File: src/pkg/flash_ctrl_pkg.sv
// constants, field layout and types shared by the flash command controller
package flash_ctrl_pkg;

	localparam int          ADDR_W           = 16;
	localparam int          PAGE_BITS        = 9;
	localparam int          BOUNDARY_W       = 7;

	localparam logic [7:0]  OFS_DIVIDER      = 8'h00;
	localparam logic [7:0]  OFS_CONFIG       = 8'h04;
	localparam logic [7:0]  OFS_PROTECTION   = 8'h08;
	localparam logic [7:0]  OFS_STATUS       = 8'h0c;
	localparam logic [7:0]  OFS_COMMAND      = 8'h10;
	localparam logic [7:0]  OFS_SECURITY     = 8'h14;

	localparam int          CFG_KEY_WRITE    = 5;
	localparam int          DIV_LOADED_BIT   = 7;
	localparam int          PROT_DISABLE_BIT = 0;
	localparam int          ST_BUF_EMPTY     = 7;
	localparam int          ST_COMPLETE      = 6;
	localparam int          ST_VIOLATION     = 5;
	localparam int          ST_ACCESS_ERR    = 4;
	localparam int          ST_BLANK         = 2;

	localparam logic [7:0]  DIVIDER_RESET    = 8'h00;
	localparam logic [7:0]  CONFIG_RESET     = 8'h00;
	localparam logic [7:0]  COMMAND_RESET    = 8'h00;
	localparam logic [7:0]  PROTECTION_RESET = 8'hff;
	localparam logic [1:0]  SECURITY_RESET   = 2'h3;
	localparam logic [1:0]  SEC_UNSECURED    = 2'h2;

	localparam logic [7:0]  CMD_BLANK_CHECK  = 8'h05;
	localparam logic [7:0]  CMD_BYTE_PROG    = 8'h20;
	localparam logic [7:0]  CMD_BURST_PROG   = 8'h25;
	localparam logic [7:0]  CMD_PAGE_ERASE   = 8'h40;
	localparam logic [7:0]  CMD_MASS_ERASE   = 8'h41;

	localparam logic [15:0] KEY_WINDOW_FIRST = 16'hffb0;
	localparam logic [15:0] KEY_WINDOW_LAST  = 16'hffb7;

	typedef struct packed {
		logic [7:0]        code;
		logic [ADDR_W-1:0] addr;
		logic [7:0]        data;
	} array_cmd_t;

	typedef enum {
		seq_idle,
		seq_have_addr,
		seq_have_cmd
	} seq_state_t;

endpackage

File: src/logic/flash_cmd_check.sv
// command decode and protection window check for one pending command
`timescale 1ns/1ns
`default_nettype none
module flash_cmd_check
(
	input  wire logic [7:0]                            code,
	input  wire logic [flash_ctrl_pkg::ADDR_W-1:0]     addr,
	input  wire logic [flash_ctrl_pkg::BOUNDARY_W-1:0] boundary,
	input  wire logic                                  prot_disable,
	output logic                                       legal,
	output logic                                       prog_erase,
	output logic                                       prot_hit
);
	import flash_ctrl_pkg::*;

	logic [ADDR_W-1:0] last_open;
	logic              any_protected;

	// decode of the five accepted codes, all others illegal
	assign legal = (code == CMD_BLANK_CHECK) || (code == CMD_BYTE_PROG) ||
		(code == CMD_BURST_PROG) || (code == CMD_PAGE_ERASE) || (code == CMD_MASS_ERASE);
	assign prog_erase = legal && (code != CMD_BLANK_CHECK);

	// the protected block sits above the last open address
	assign last_open     = {boundary, {PAGE_BITS{1'b1}}};
	assign any_protected = !prot_disable && (last_open != {ADDR_W{1'b1}});

	// a page erase is judged by its page, a mass erase by any protection at all
	always_comb
	begin
		prot_hit = 1'b0;
		if (!prot_disable && prog_erase)
		begin
			case (code)
				CMD_MASS_ERASE: prot_hit = any_protected;
				CMD_PAGE_ERASE: prot_hit = {addr[ADDR_W-1:PAGE_BITS], {PAGE_BITS{1'b1}}} > last_open;
				default:        prot_hit = addr > last_open;
			endcase
		end
	end
endmodule
`default_nettype wire

File: src/logic/flash_cmd_ctrl.sv
// flash command controller: apb registers, command sequencing, protection
`timescale 1ns/1ns
`default_nettype none
module flash_cmd_ctrl
(
	input  wire logic                           clk,
	input  wire logic                           rst_b,
	input  wire logic                           ce,
	input  wire logic                           psel,
	input  wire logic                           penable,
	input  wire logic                           pwrite,
	input  wire logic [7:0]                     paddr,
	input  wire logic [31:0]                    pwdata,
	output logic      [31:0]                    prdata,
	output logic                                pready,
	output logic                                pslverr,
	input  wire logic                           arr_wr,
	input  wire logic [flash_ctrl_pkg::ADDR_W-1:0] arr_addr,
	input  wire logic [7:0]                     arr_data,
	input  wire logic [7:0]                     stored_protection_byte,
	input  wire logic [1:0]                     stored_security_code,
	input  wire logic                           debug_prot_wr,
	input  wire logic [7:0]                     debug_prot_data,
	input  wire logic                           stop_entry,
	output logic                                key_wr,
	output logic      [2:0]                     key_index,
	output logic      [7:0]                     key_data,
	input  wire logic                           key_match,
	output flash_ctrl_pkg::array_cmd_t          array_cmd,
	output logic                                array_cmd_valid,
	input  wire logic                           array_cmd_ready,
	input  wire logic                           array_busy,
	input  wire logic                           array_done,
	input  wire logic                           array_blank_ok,
	output logic      [7:0]                     flash_clock_divider,
	output logic      [1:0]                     security_state_code
);
	import flash_ctrl_pkg::*;

	logic [7:0]            flash_config;
	logic [7:0]            flash_protection;
	logic [7:0]            flash_command;
	logic                  divider_loaded;
	logic                  loaded;
	logic                  cmd_buffer_empty;
	logic                  cmd_complete;
	logic                  protect_violation;
	logic                  access_error;
	logic                  array_blank;
	logic [7:0]            running_code;
	logic [ADDR_W-1:0]     pend_addr;
	logic [7:0]            pend_data;
	seq_state_t            seq;
	logic                  wr_fire;
	logic                  rd_setup;
	logic                  mapped;
	logic                  cmd_legal;
	logic                  cmd_prog_erase;
	logic                  cmd_prot_hit;
	logic                  key_hit;
	logic                  launch_req;
	logic                  launch_ok;
	logic                  launch_viol;
	logic                  launch_err;
	logic                  cmd_wr;
	logic                  cmd_wr_err;
	logic                  arr_wr_err;
	logic                  stop_err;
	logic                  transfer;
	logic                  blank_pass;
	logic [7:0]            status_view;
	logic [7:0]            next_prdata;

	function automatic logic in_key_window(input logic [ADDR_W-1:0] a);
		return (a >= KEY_WINDOW_FIRST) && (a <= KEY_WINDOW_LAST);
	endfunction

	function automatic logic cmd_legal_in(input logic [7:0] c);
		return (c == CMD_BLANK_CHECK) || (c == CMD_BYTE_PROG) || (c == CMD_BURST_PROG) ||
			(c == CMD_PAGE_ERASE) || (c == CMD_MASS_ERASE);
	endfunction

	// apb: one wait state, so read data and pready leave flip-flops
	assign wr_fire  = ce && psel && penable && pready && pwrite;
	assign rd_setup = psel && penable && !pready;
	assign mapped   = (paddr == OFS_DIVIDER) || (paddr == OFS_CONFIG) ||
		(paddr == OFS_PROTECTION) || (paddr == OFS_STATUS) ||
		(paddr == OFS_COMMAND) || (paddr == OFS_SECURITY);

	assign status_view = {cmd_buffer_empty, cmd_complete, protect_violation, access_error,
		1'b0, array_blank, 2'b00};

	always_comb
	begin
		next_prdata = 8'h00;
		case (paddr)
			OFS_DIVIDER:    next_prdata = {divider_loaded, flash_clock_divider[6:0]};
			OFS_CONFIG:     next_prdata = flash_config;
			OFS_PROTECTION: next_prdata = flash_protection;
			OFS_STATUS:     next_prdata = status_view;
			OFS_COMMAND:    next_prdata = flash_command;
			OFS_SECURITY:   next_prdata = {6'h00, security_state_code};
			default:        next_prdata = 8'h00;
		endcase
	end

	always_ff @(posedge clk or negedge rst_b)
	begin
		if (!rst_b)
		begin
			pready  <= 1'b0;
			pslverr <= 1'b0;
			prdata  <= 32'h0000_0000;
		end
		else if (ce)
		begin
			pready  <= rd_setup;
			pslverr <= rd_setup && !mapped;
			prdata  <= rd_setup && !pwrite ? {24'h00_0000, next_prdata} : 32'h0000_0000;
		end
	end

	flash_cmd_check u_check
	(
		.code         (flash_command),
		.addr         (pend_addr),
		.boundary     (flash_protection[7:1]),
		.prot_disable (flash_protection[PROT_DISABLE_BIT]),
		.legal        (cmd_legal),
		.prog_erase   (cmd_prog_erase),
		.prot_hit     (cmd_prot_hit)
	);

	// sequencing events
	assign key_hit     = ce && arr_wr && flash_config[CFG_KEY_WRITE] && in_key_window(arr_addr);
	assign arr_wr_err  = ce && arr_wr && !key_hit && (seq != seq_idle || !cmd_buffer_empty);
	assign cmd_wr      = wr_fire && (paddr == OFS_COMMAND);
	assign cmd_wr_err  = cmd_wr && (seq != seq_have_addr || !cmd_legal_in(pwdata[7:0]));
	assign launch_req  = wr_fire && (paddr == OFS_STATUS) && pwdata[ST_BUF_EMPTY] && cmd_buffer_empty;
	assign launch_err  = launch_req && (seq != seq_have_cmd || !cmd_legal ||
		(cmd_prog_erase && !divider_loaded));
	assign launch_viol = launch_req && !launch_err && cmd_prot_hit;
	assign launch_ok   = launch_req && !launch_err && !cmd_prot_hit;
	assign transfer    = ce && array_cmd_valid && array_cmd_ready;
	assign stop_err    = ce && stop_entry && (array_busy || array_cmd_valid);
	assign blank_pass  = ce && array_done && running_code == CMD_BLANK_CHECK && array_blank_ok;

	// registration order: array write, command code, launch
	always_ff @(posedge clk or negedge rst_b)
	begin
		if (!rst_b)
		begin
			seq       <= seq_idle;
			pend_addr <= '0;
			pend_data <= 8'h00;
		end
		else if (ce)
		begin
			case (seq)
				seq_idle:
				begin
					if (arr_wr && !key_hit && cmd_buffer_empty)
					begin
						seq       <= seq_have_addr;
						pend_addr <= arr_addr;
						pend_data <= arr_data;
					end
				end
				seq_have_addr:
				begin
					if (arr_wr_err || cmd_wr_err)
						seq <= seq_idle;
					else if (cmd_wr)
						seq <= seq_have_cmd;
				end
				seq_have_cmd:
				begin
					if (arr_wr_err || cmd_wr || launch_req)
						seq <= seq_idle;
				end
				default: seq <= seq_idle;
			endcase
		end
	end

	// key writes never start a command while the key path is open
	always_ff @(posedge clk or negedge rst_b)
	begin
		if (!rst_b)
		begin
			key_wr    <= 1'b0;
			key_index <= 3'h0;
			key_data  <= 8'h00;
		end
		else if (ce)
		begin
			key_wr <= key_hit;
			if (key_hit)
			begin
				key_index <= arr_addr[2:0];
				key_data  <= arr_data;
			end
		end
	end

	// software registers; the stored copies are caught on the first enabled edge
	always_ff @(posedge clk or negedge rst_b)
	begin
		if (!rst_b)
		begin
			loaded              <= 1'b0;
			flash_protection    <= PROTECTION_RESET;
			flash_config        <= CONFIG_RESET;
			flash_command       <= COMMAND_RESET;
			flash_clock_divider <= DIVIDER_RESET;
			divider_loaded      <= 1'b0;
		end
		else if (ce)
		begin
			if (!loaded)
			begin
				loaded           <= 1'b1;
				flash_protection <= stored_protection_byte;
			end
			else if (debug_prot_wr)
				flash_protection <= debug_prot_data;
			else if (wr_fire && paddr == OFS_PROTECTION && !flash_protection[PROT_DISABLE_BIT] &&
				pwdata[7:1] < flash_protection[7:1])
				flash_protection[7:1] <= pwdata[7:1];
			if (wr_fire && paddr == OFS_CONFIG)
				flash_config <= pwdata[7:0];
			if (cmd_wr)
				flash_command <= pwdata[7:0];
			if (wr_fire && paddr == OFS_DIVIDER)
			begin
				flash_clock_divider <= {1'b0, pwdata[6:0]};
				divider_loaded      <= 1'b1;
			end
		end
	end

	// security code: stored copy at start, unsecured after blank pass or key match
	always_ff @(posedge clk or negedge rst_b)
	begin
		if (!rst_b)
			security_state_code <= SECURITY_RESET;
		else if (ce)
		begin
			if (blank_pass || key_match)
				security_state_code <= SEC_UNSECURED;
			else if (!loaded)
				security_state_code <= stored_security_code;
		end
	end

	// command buffer toward the array engine; only a burst frees it at transfer
	always_ff @(posedge clk or negedge rst_b)
	begin
		if (!rst_b)
		begin
			array_cmd_valid  <= 1'b0;
			array_cmd        <= '0;
			running_code     <= 8'h00;
			cmd_buffer_empty <= 1'b1;
			cmd_complete     <= 1'b1;
		end
		else if (ce)
		begin
			if (stop_err)
				array_cmd_valid <= 1'b0;
			else if (launch_ok)
			begin
				array_cmd_valid <= 1'b1;
				array_cmd       <= '{code: flash_command, addr: pend_addr, data: pend_data};
			end
			else if (transfer)
				array_cmd_valid <= 1'b0;
			if (transfer)
				running_code <= array_cmd.code;
			if (launch_ok)
				cmd_buffer_empty <= 1'b0;
			else if (stop_err || (transfer && array_cmd.code == CMD_BURST_PROG) ||
				(array_done && !array_cmd_valid))
				cmd_buffer_empty <= 1'b1;
			// the flag is a register, so it trails the idle condition by one edge
			cmd_complete <= !launch_ok && cmd_buffer_empty && !array_cmd_valid &&
				!array_busy;
		end
	end

	// sticky flags: a hardware set in the same cycle as a clear wins
	always_ff @(posedge clk or negedge rst_b)
	begin
		if (!rst_b)
		begin
			protect_violation <= 1'b0;
			access_error      <= 1'b0;
			array_blank       <= 1'b0;
		end
		else if (ce)
		begin
			if (launch_viol)
				protect_violation <= 1'b1;
			else if (wr_fire && paddr == OFS_STATUS && pwdata[ST_VIOLATION])
				protect_violation <= 1'b0;
			if (launch_err || cmd_wr_err || arr_wr_err || stop_err)
				access_error <= 1'b1;
			else if (wr_fire && paddr == OFS_STATUS && pwdata[ST_ACCESS_ERR])
				access_error <= 1'b0;
			if (blank_pass)
				array_blank <= 1'b1;
			else if (launch_ok)
				array_blank <= 1'b0;
		end
	end
endmodule
`default_nettype wire

File: config.mk
export PLATFORM = sky130hd
export DESIGN_NAME = flash_cmd_ctrl
export DESIGN_NICKNAME = d
export VERILOG_FILES = /design/src/pkg/flash_ctrl_pkg.sv /design/src/logic/flash_cmd_check.sv /design/src/logic/flash_cmd_ctrl.sv
export SDC_FILE = /design/constraint.sdc
export NUM_CORES = 1
export LEC_CHECK = 0
export ABC_AREA = 1
export BUFFER_PORTS_ARGS = -buffer_cell sky130_fd_sc_hd__buf_4
export CAP_MARGIN = 15
export CORE_MARGIN = 3
export CORE_UTILIZATION = 25
export DETAILED_ROUTE_END_ITERATION = 8
export HOLD_SLACK_MARGIN = 0.05
export PLACE_DENSITY = 0.46
export SETUP_SLACK_MARGIN = 0.1
export SYNTH_ARGS = -nofsm -noshare
export SYNTH_HDL_FRONTEND = slang
export SYNTH_SLANG_ARGS = --single-unit
File: constraint.sdc
create_clock -name clk -period 2.08 [get_ports clk]
set_input_delay 0.624 -clock clk [delete_from_list [all_inputs] [get_ports clk]]
set_output_delay 0.624 -clock clk [all_outputs]
set_load 0.05 [all_outputs]
==> results.yml <==
outcome:
  status: "completed"
yosys:
  synthCells: 829
  yosysUniqueCellTypes: 41
  synth_ff_type: "dfrtp_1"
  avgSynthCellArea_sq_um: 8.10
  synth_edf_count: 0
  ys_seq_area_frac: 0.483
  ys_seq_elements: 129
  async_reset_ff_frac: 1.00
  yosys_warnings: 0
  syn-cell-area_sq_um: 6710
clock_tree:
  postCtsHoldBufs: 0
  cts_buffers: 17
  clkSinkCount: 129
  cts_tree: "built"
  cts-root-buf: "clkbuf_16"
  cts-htree-levels: 4
  insertion_delay_ps: 440
  cts_buffer_depth: 2
  path_clk_slew_ps: 70
placed_design:
  place_inst: 1321
  dp_slack_ps: -37.7
  hpwl_um: 16000
  place.gp.congestion: 0.838
  port_buffers: 135
  detailed_place.area_sq_um: 8340
die:
  initial_core_util: 0.256
  fp.dieH_um: 170
  rows: 59
  ios: 185
  coreArea_sq_um: 26200
  fp.dieArea_sq_um: 28900
  die_x_um: 170
grt:
  grtUsageTotal: 0.151
  grt_max_degree: 49
  grt_pass1_vias: 5878
  antenna_found_initial: 0
  grt_overflow: 0
  grt_pass1_wl_um: 33300
sta:
  finalHoldViolCount: 0
  finalCritPeriodShare: 0.996
  drv_slew: 0
  clock_skew_ps: 17.4
  fmax_mhz: 482
  rsz0062_at_grt: "yes"
  layout_min_cycle_time_ps: 2070
  finalSetupViolCount: 0
  fin_ws_ps: 7.38
  fin_setup_tns_ps: 0
  whs_ps: 130
drt:
  drt_wl_total_um: 21600
  drc_errors: 0
  vias_per_cell: 4.38
  wl_per_cell_um: 15.9
  vias: 5970
  ant_nets: 0
  firstDrtPassIters: 5
  drt_iter0_drc: 355
worst_setup_path:
  arrival_ps: 2390
  r2r_end: "array_cmd[3]"
  reg2regPathDepth: 14
  r2r-start: "flash_protection[3]"
  critPathKind: "register to register"
  required_ps: 2400
  crit_chain: "inv_4 -> ha_4 -> nand2_2 -> inv_2 -> nand3_2 -> nor2_2 -> nand2_1 -> nand2_1 -> nand2_2 -> nand3_4 -> nand3_4 -> clkbuf_16 -> nand2_2 -> nand2_1"
  regToRegSetupSlack_ps: 7
  cp_max_fo: 8
  slowest_stage: "dfstp_2"
  start_kind: "register"
  worstSetupEndpointType: "register"
  max_stage_delay_ps: 550
power:
  combPwrFrac: 0.216
  intPower_mw: 5.05
  finalPower_mw: 7.52
  peakVddDrop_mv: 0.422
  pwr-share-seq: 0.407
  p_leak_nw: 4.77
  powerDensity_nw_per_um2: 796
  clkPwrFrac: 0.378
  switching_share: 0.329
  p_switching_mw: 2.47
layout:
  antenna_cells: 0
  drive_above_1_share: 0.352
  final_util: 0.360
  finalNonFillerCells: 1364
  fin_area_sq_um: 9440
  nets: 1126
  area_growth_pct: 40.6
min_path:
  hold_path.class: "primary input to async pin"
job:
  maxCapViolCount: 0
-- cell usage after synthesis (2+ instances only) --
cell type / count / area share
buf_12: 3 / 0.0089
ha_1: 14 / 0.026
clkbuf_1: 9 / 0.0050
o21ai_1: 33 / 0.025
nand3_2: 3 / 0.0045
nand3_1: 32 / 0.024
nand2_4: 3 / 0.0050
inv_2: 11 / 0.0061
nand3_4: 2 / 0.0052
a21boi_2: 2 / 0.0034
dfstp_2: 12 / 0.047
o21ai_0: 53 / 0.040
a21oi_1: 18 / 0.013
dfrtp_1: 117 / 0.44
o221ai_1: 2 / 0.0026
inv_1: 71 / 0.040
buf_2: 7 / 0.0052
nand4_1: 37 / 0.034
nor2_2: 4 / 0.0037
o211ai_1: 2 / 0.0022
a31oi_1: 2 / 0.0019
o31ai_1: 2 / 0.0022
buf_4: 32 / 0.036
nand2_1: 275 / 0.15
a22oi_1: 2 / 0.0022
nand2_2: 3 / 0.0028
nor2_1: 50 / 0.028
nor3_1: 8 / 0.0060
nor2_4: 8 / 0.013
-- worst max path at each step --
stage,from,to,depth (start not counted)
floorplan,flash_protection[3],array_cmd[10],13
global placement,flash_protection[3],array_cmd[4],13
detailed placement,flash_protection[3],array_cmd[30],13
CTS,flash_protection[3],array_cmd[26],14
global route,flash_protection[3],array_cmd[20],14
finish,flash_protection[3],array_cmd[3],14
-- logic make-up (layout without fill, tap and decap cells) --
family	count (synthesis)	count (layout)	share of synthesized area
buf+inv	136	312	0.104
fa+ha+maj	14	14	0.0261
compound gates	119	119	0.0967
other cells	1	25	0.000559
flops	129	129	0.483
simple gates	430	430	0.290
-- metal layers --
| metal | up-vias | wire [um] | global-route usage |
|---|---|---|---|
| met5 | - | 0 | 0 |
| met4 | 0 | 259 | 0.0416 |
| met3 | 17 | 999 | 0.0358 |
| met2 | 139 | 9720 | 0.235 |
| met1 | 2794 | 10600 | 0.211 |
| li1 | 3020 | - | - |
-- placed cells by master, fill, tap and decap left out, types with 3 or more instances in the layout --
cell,instances
ha_4,9
buf_4,182
clkinvlp_4,6
clkbuf_16,18
inv_2,16
o21ai_1,34
nand3_1,24
o21ai_0,52
nand2_1,230
a21oi_1,12
dfrtp_1,117
buf_12,8
ha_1,5
inv_4,5
buf_16,3
conb_1,25
nand2_4,15
nand3_2,10
dfstp_2,12
nor2_4,9
nand2_2,36
nor2_2,6
nor3_1,8
a21oi_2,6
nand3_4,3
inv_6,4
clkinv_4,3
nand4_1,37
buf_6,3
inv_1,61
nor2_1,47
-- state kept, by name, summed over array words and instances (netlist names), 2 cells and up --
| register | flops |
|---|---|
| array_cmd | 32 |
| pend_addr | 16 |
| flash_command | 8 |
| flash_config | 8 |
| flash_protection | 8 |
| key_data | 8 |
| pend_data | 8 |
| prdata | 8 |
| running_code | 8 |
| flash_clock_divider | 7 |
| key_index | 3 |
| security_state_code | 2 |
| seq | 2 |
-- critical path, delay by kind of cell (launching register included) --
kind | cells | cell delay [ps]
and+or+nand+nor | 10 | 790
DFF | 1 | 550
buffers and inverters | 3 | 330
adders and majority gates | 1 | 280
-- final cells by class --
type | instances | area, sq um
inverter | 83 | 324
timing repair buffer | 197 | 1670
tap | 335 | 419
multi-input combinational | 588 | 3230
clock inverter | 15 | 129
sequential | 129 | 3240
fill | 2775 | 16800
clock buffer | 17 | 425
-- repair_timing --
item,CTS,global route
gates resized for setup,40,67
cloned,3,1
endpoints found under the setup margin,40,44
pin swaps,5,22
setup buffers,5,2
-- power groups by stage --
stage	Clock, mW	Sequential, mW	Combinational (mW)
after global routing	3.03	3.09	1.82
after floorplan	0	3.02	0.861
final	2.84	3.06	1.62
after detailed placement	0	3.07	1.33
after global placement	0	3.06	1.31
after CTS	2.92	3.05	1.48
No activity file was read; power rests on OpenSTA's default activity.
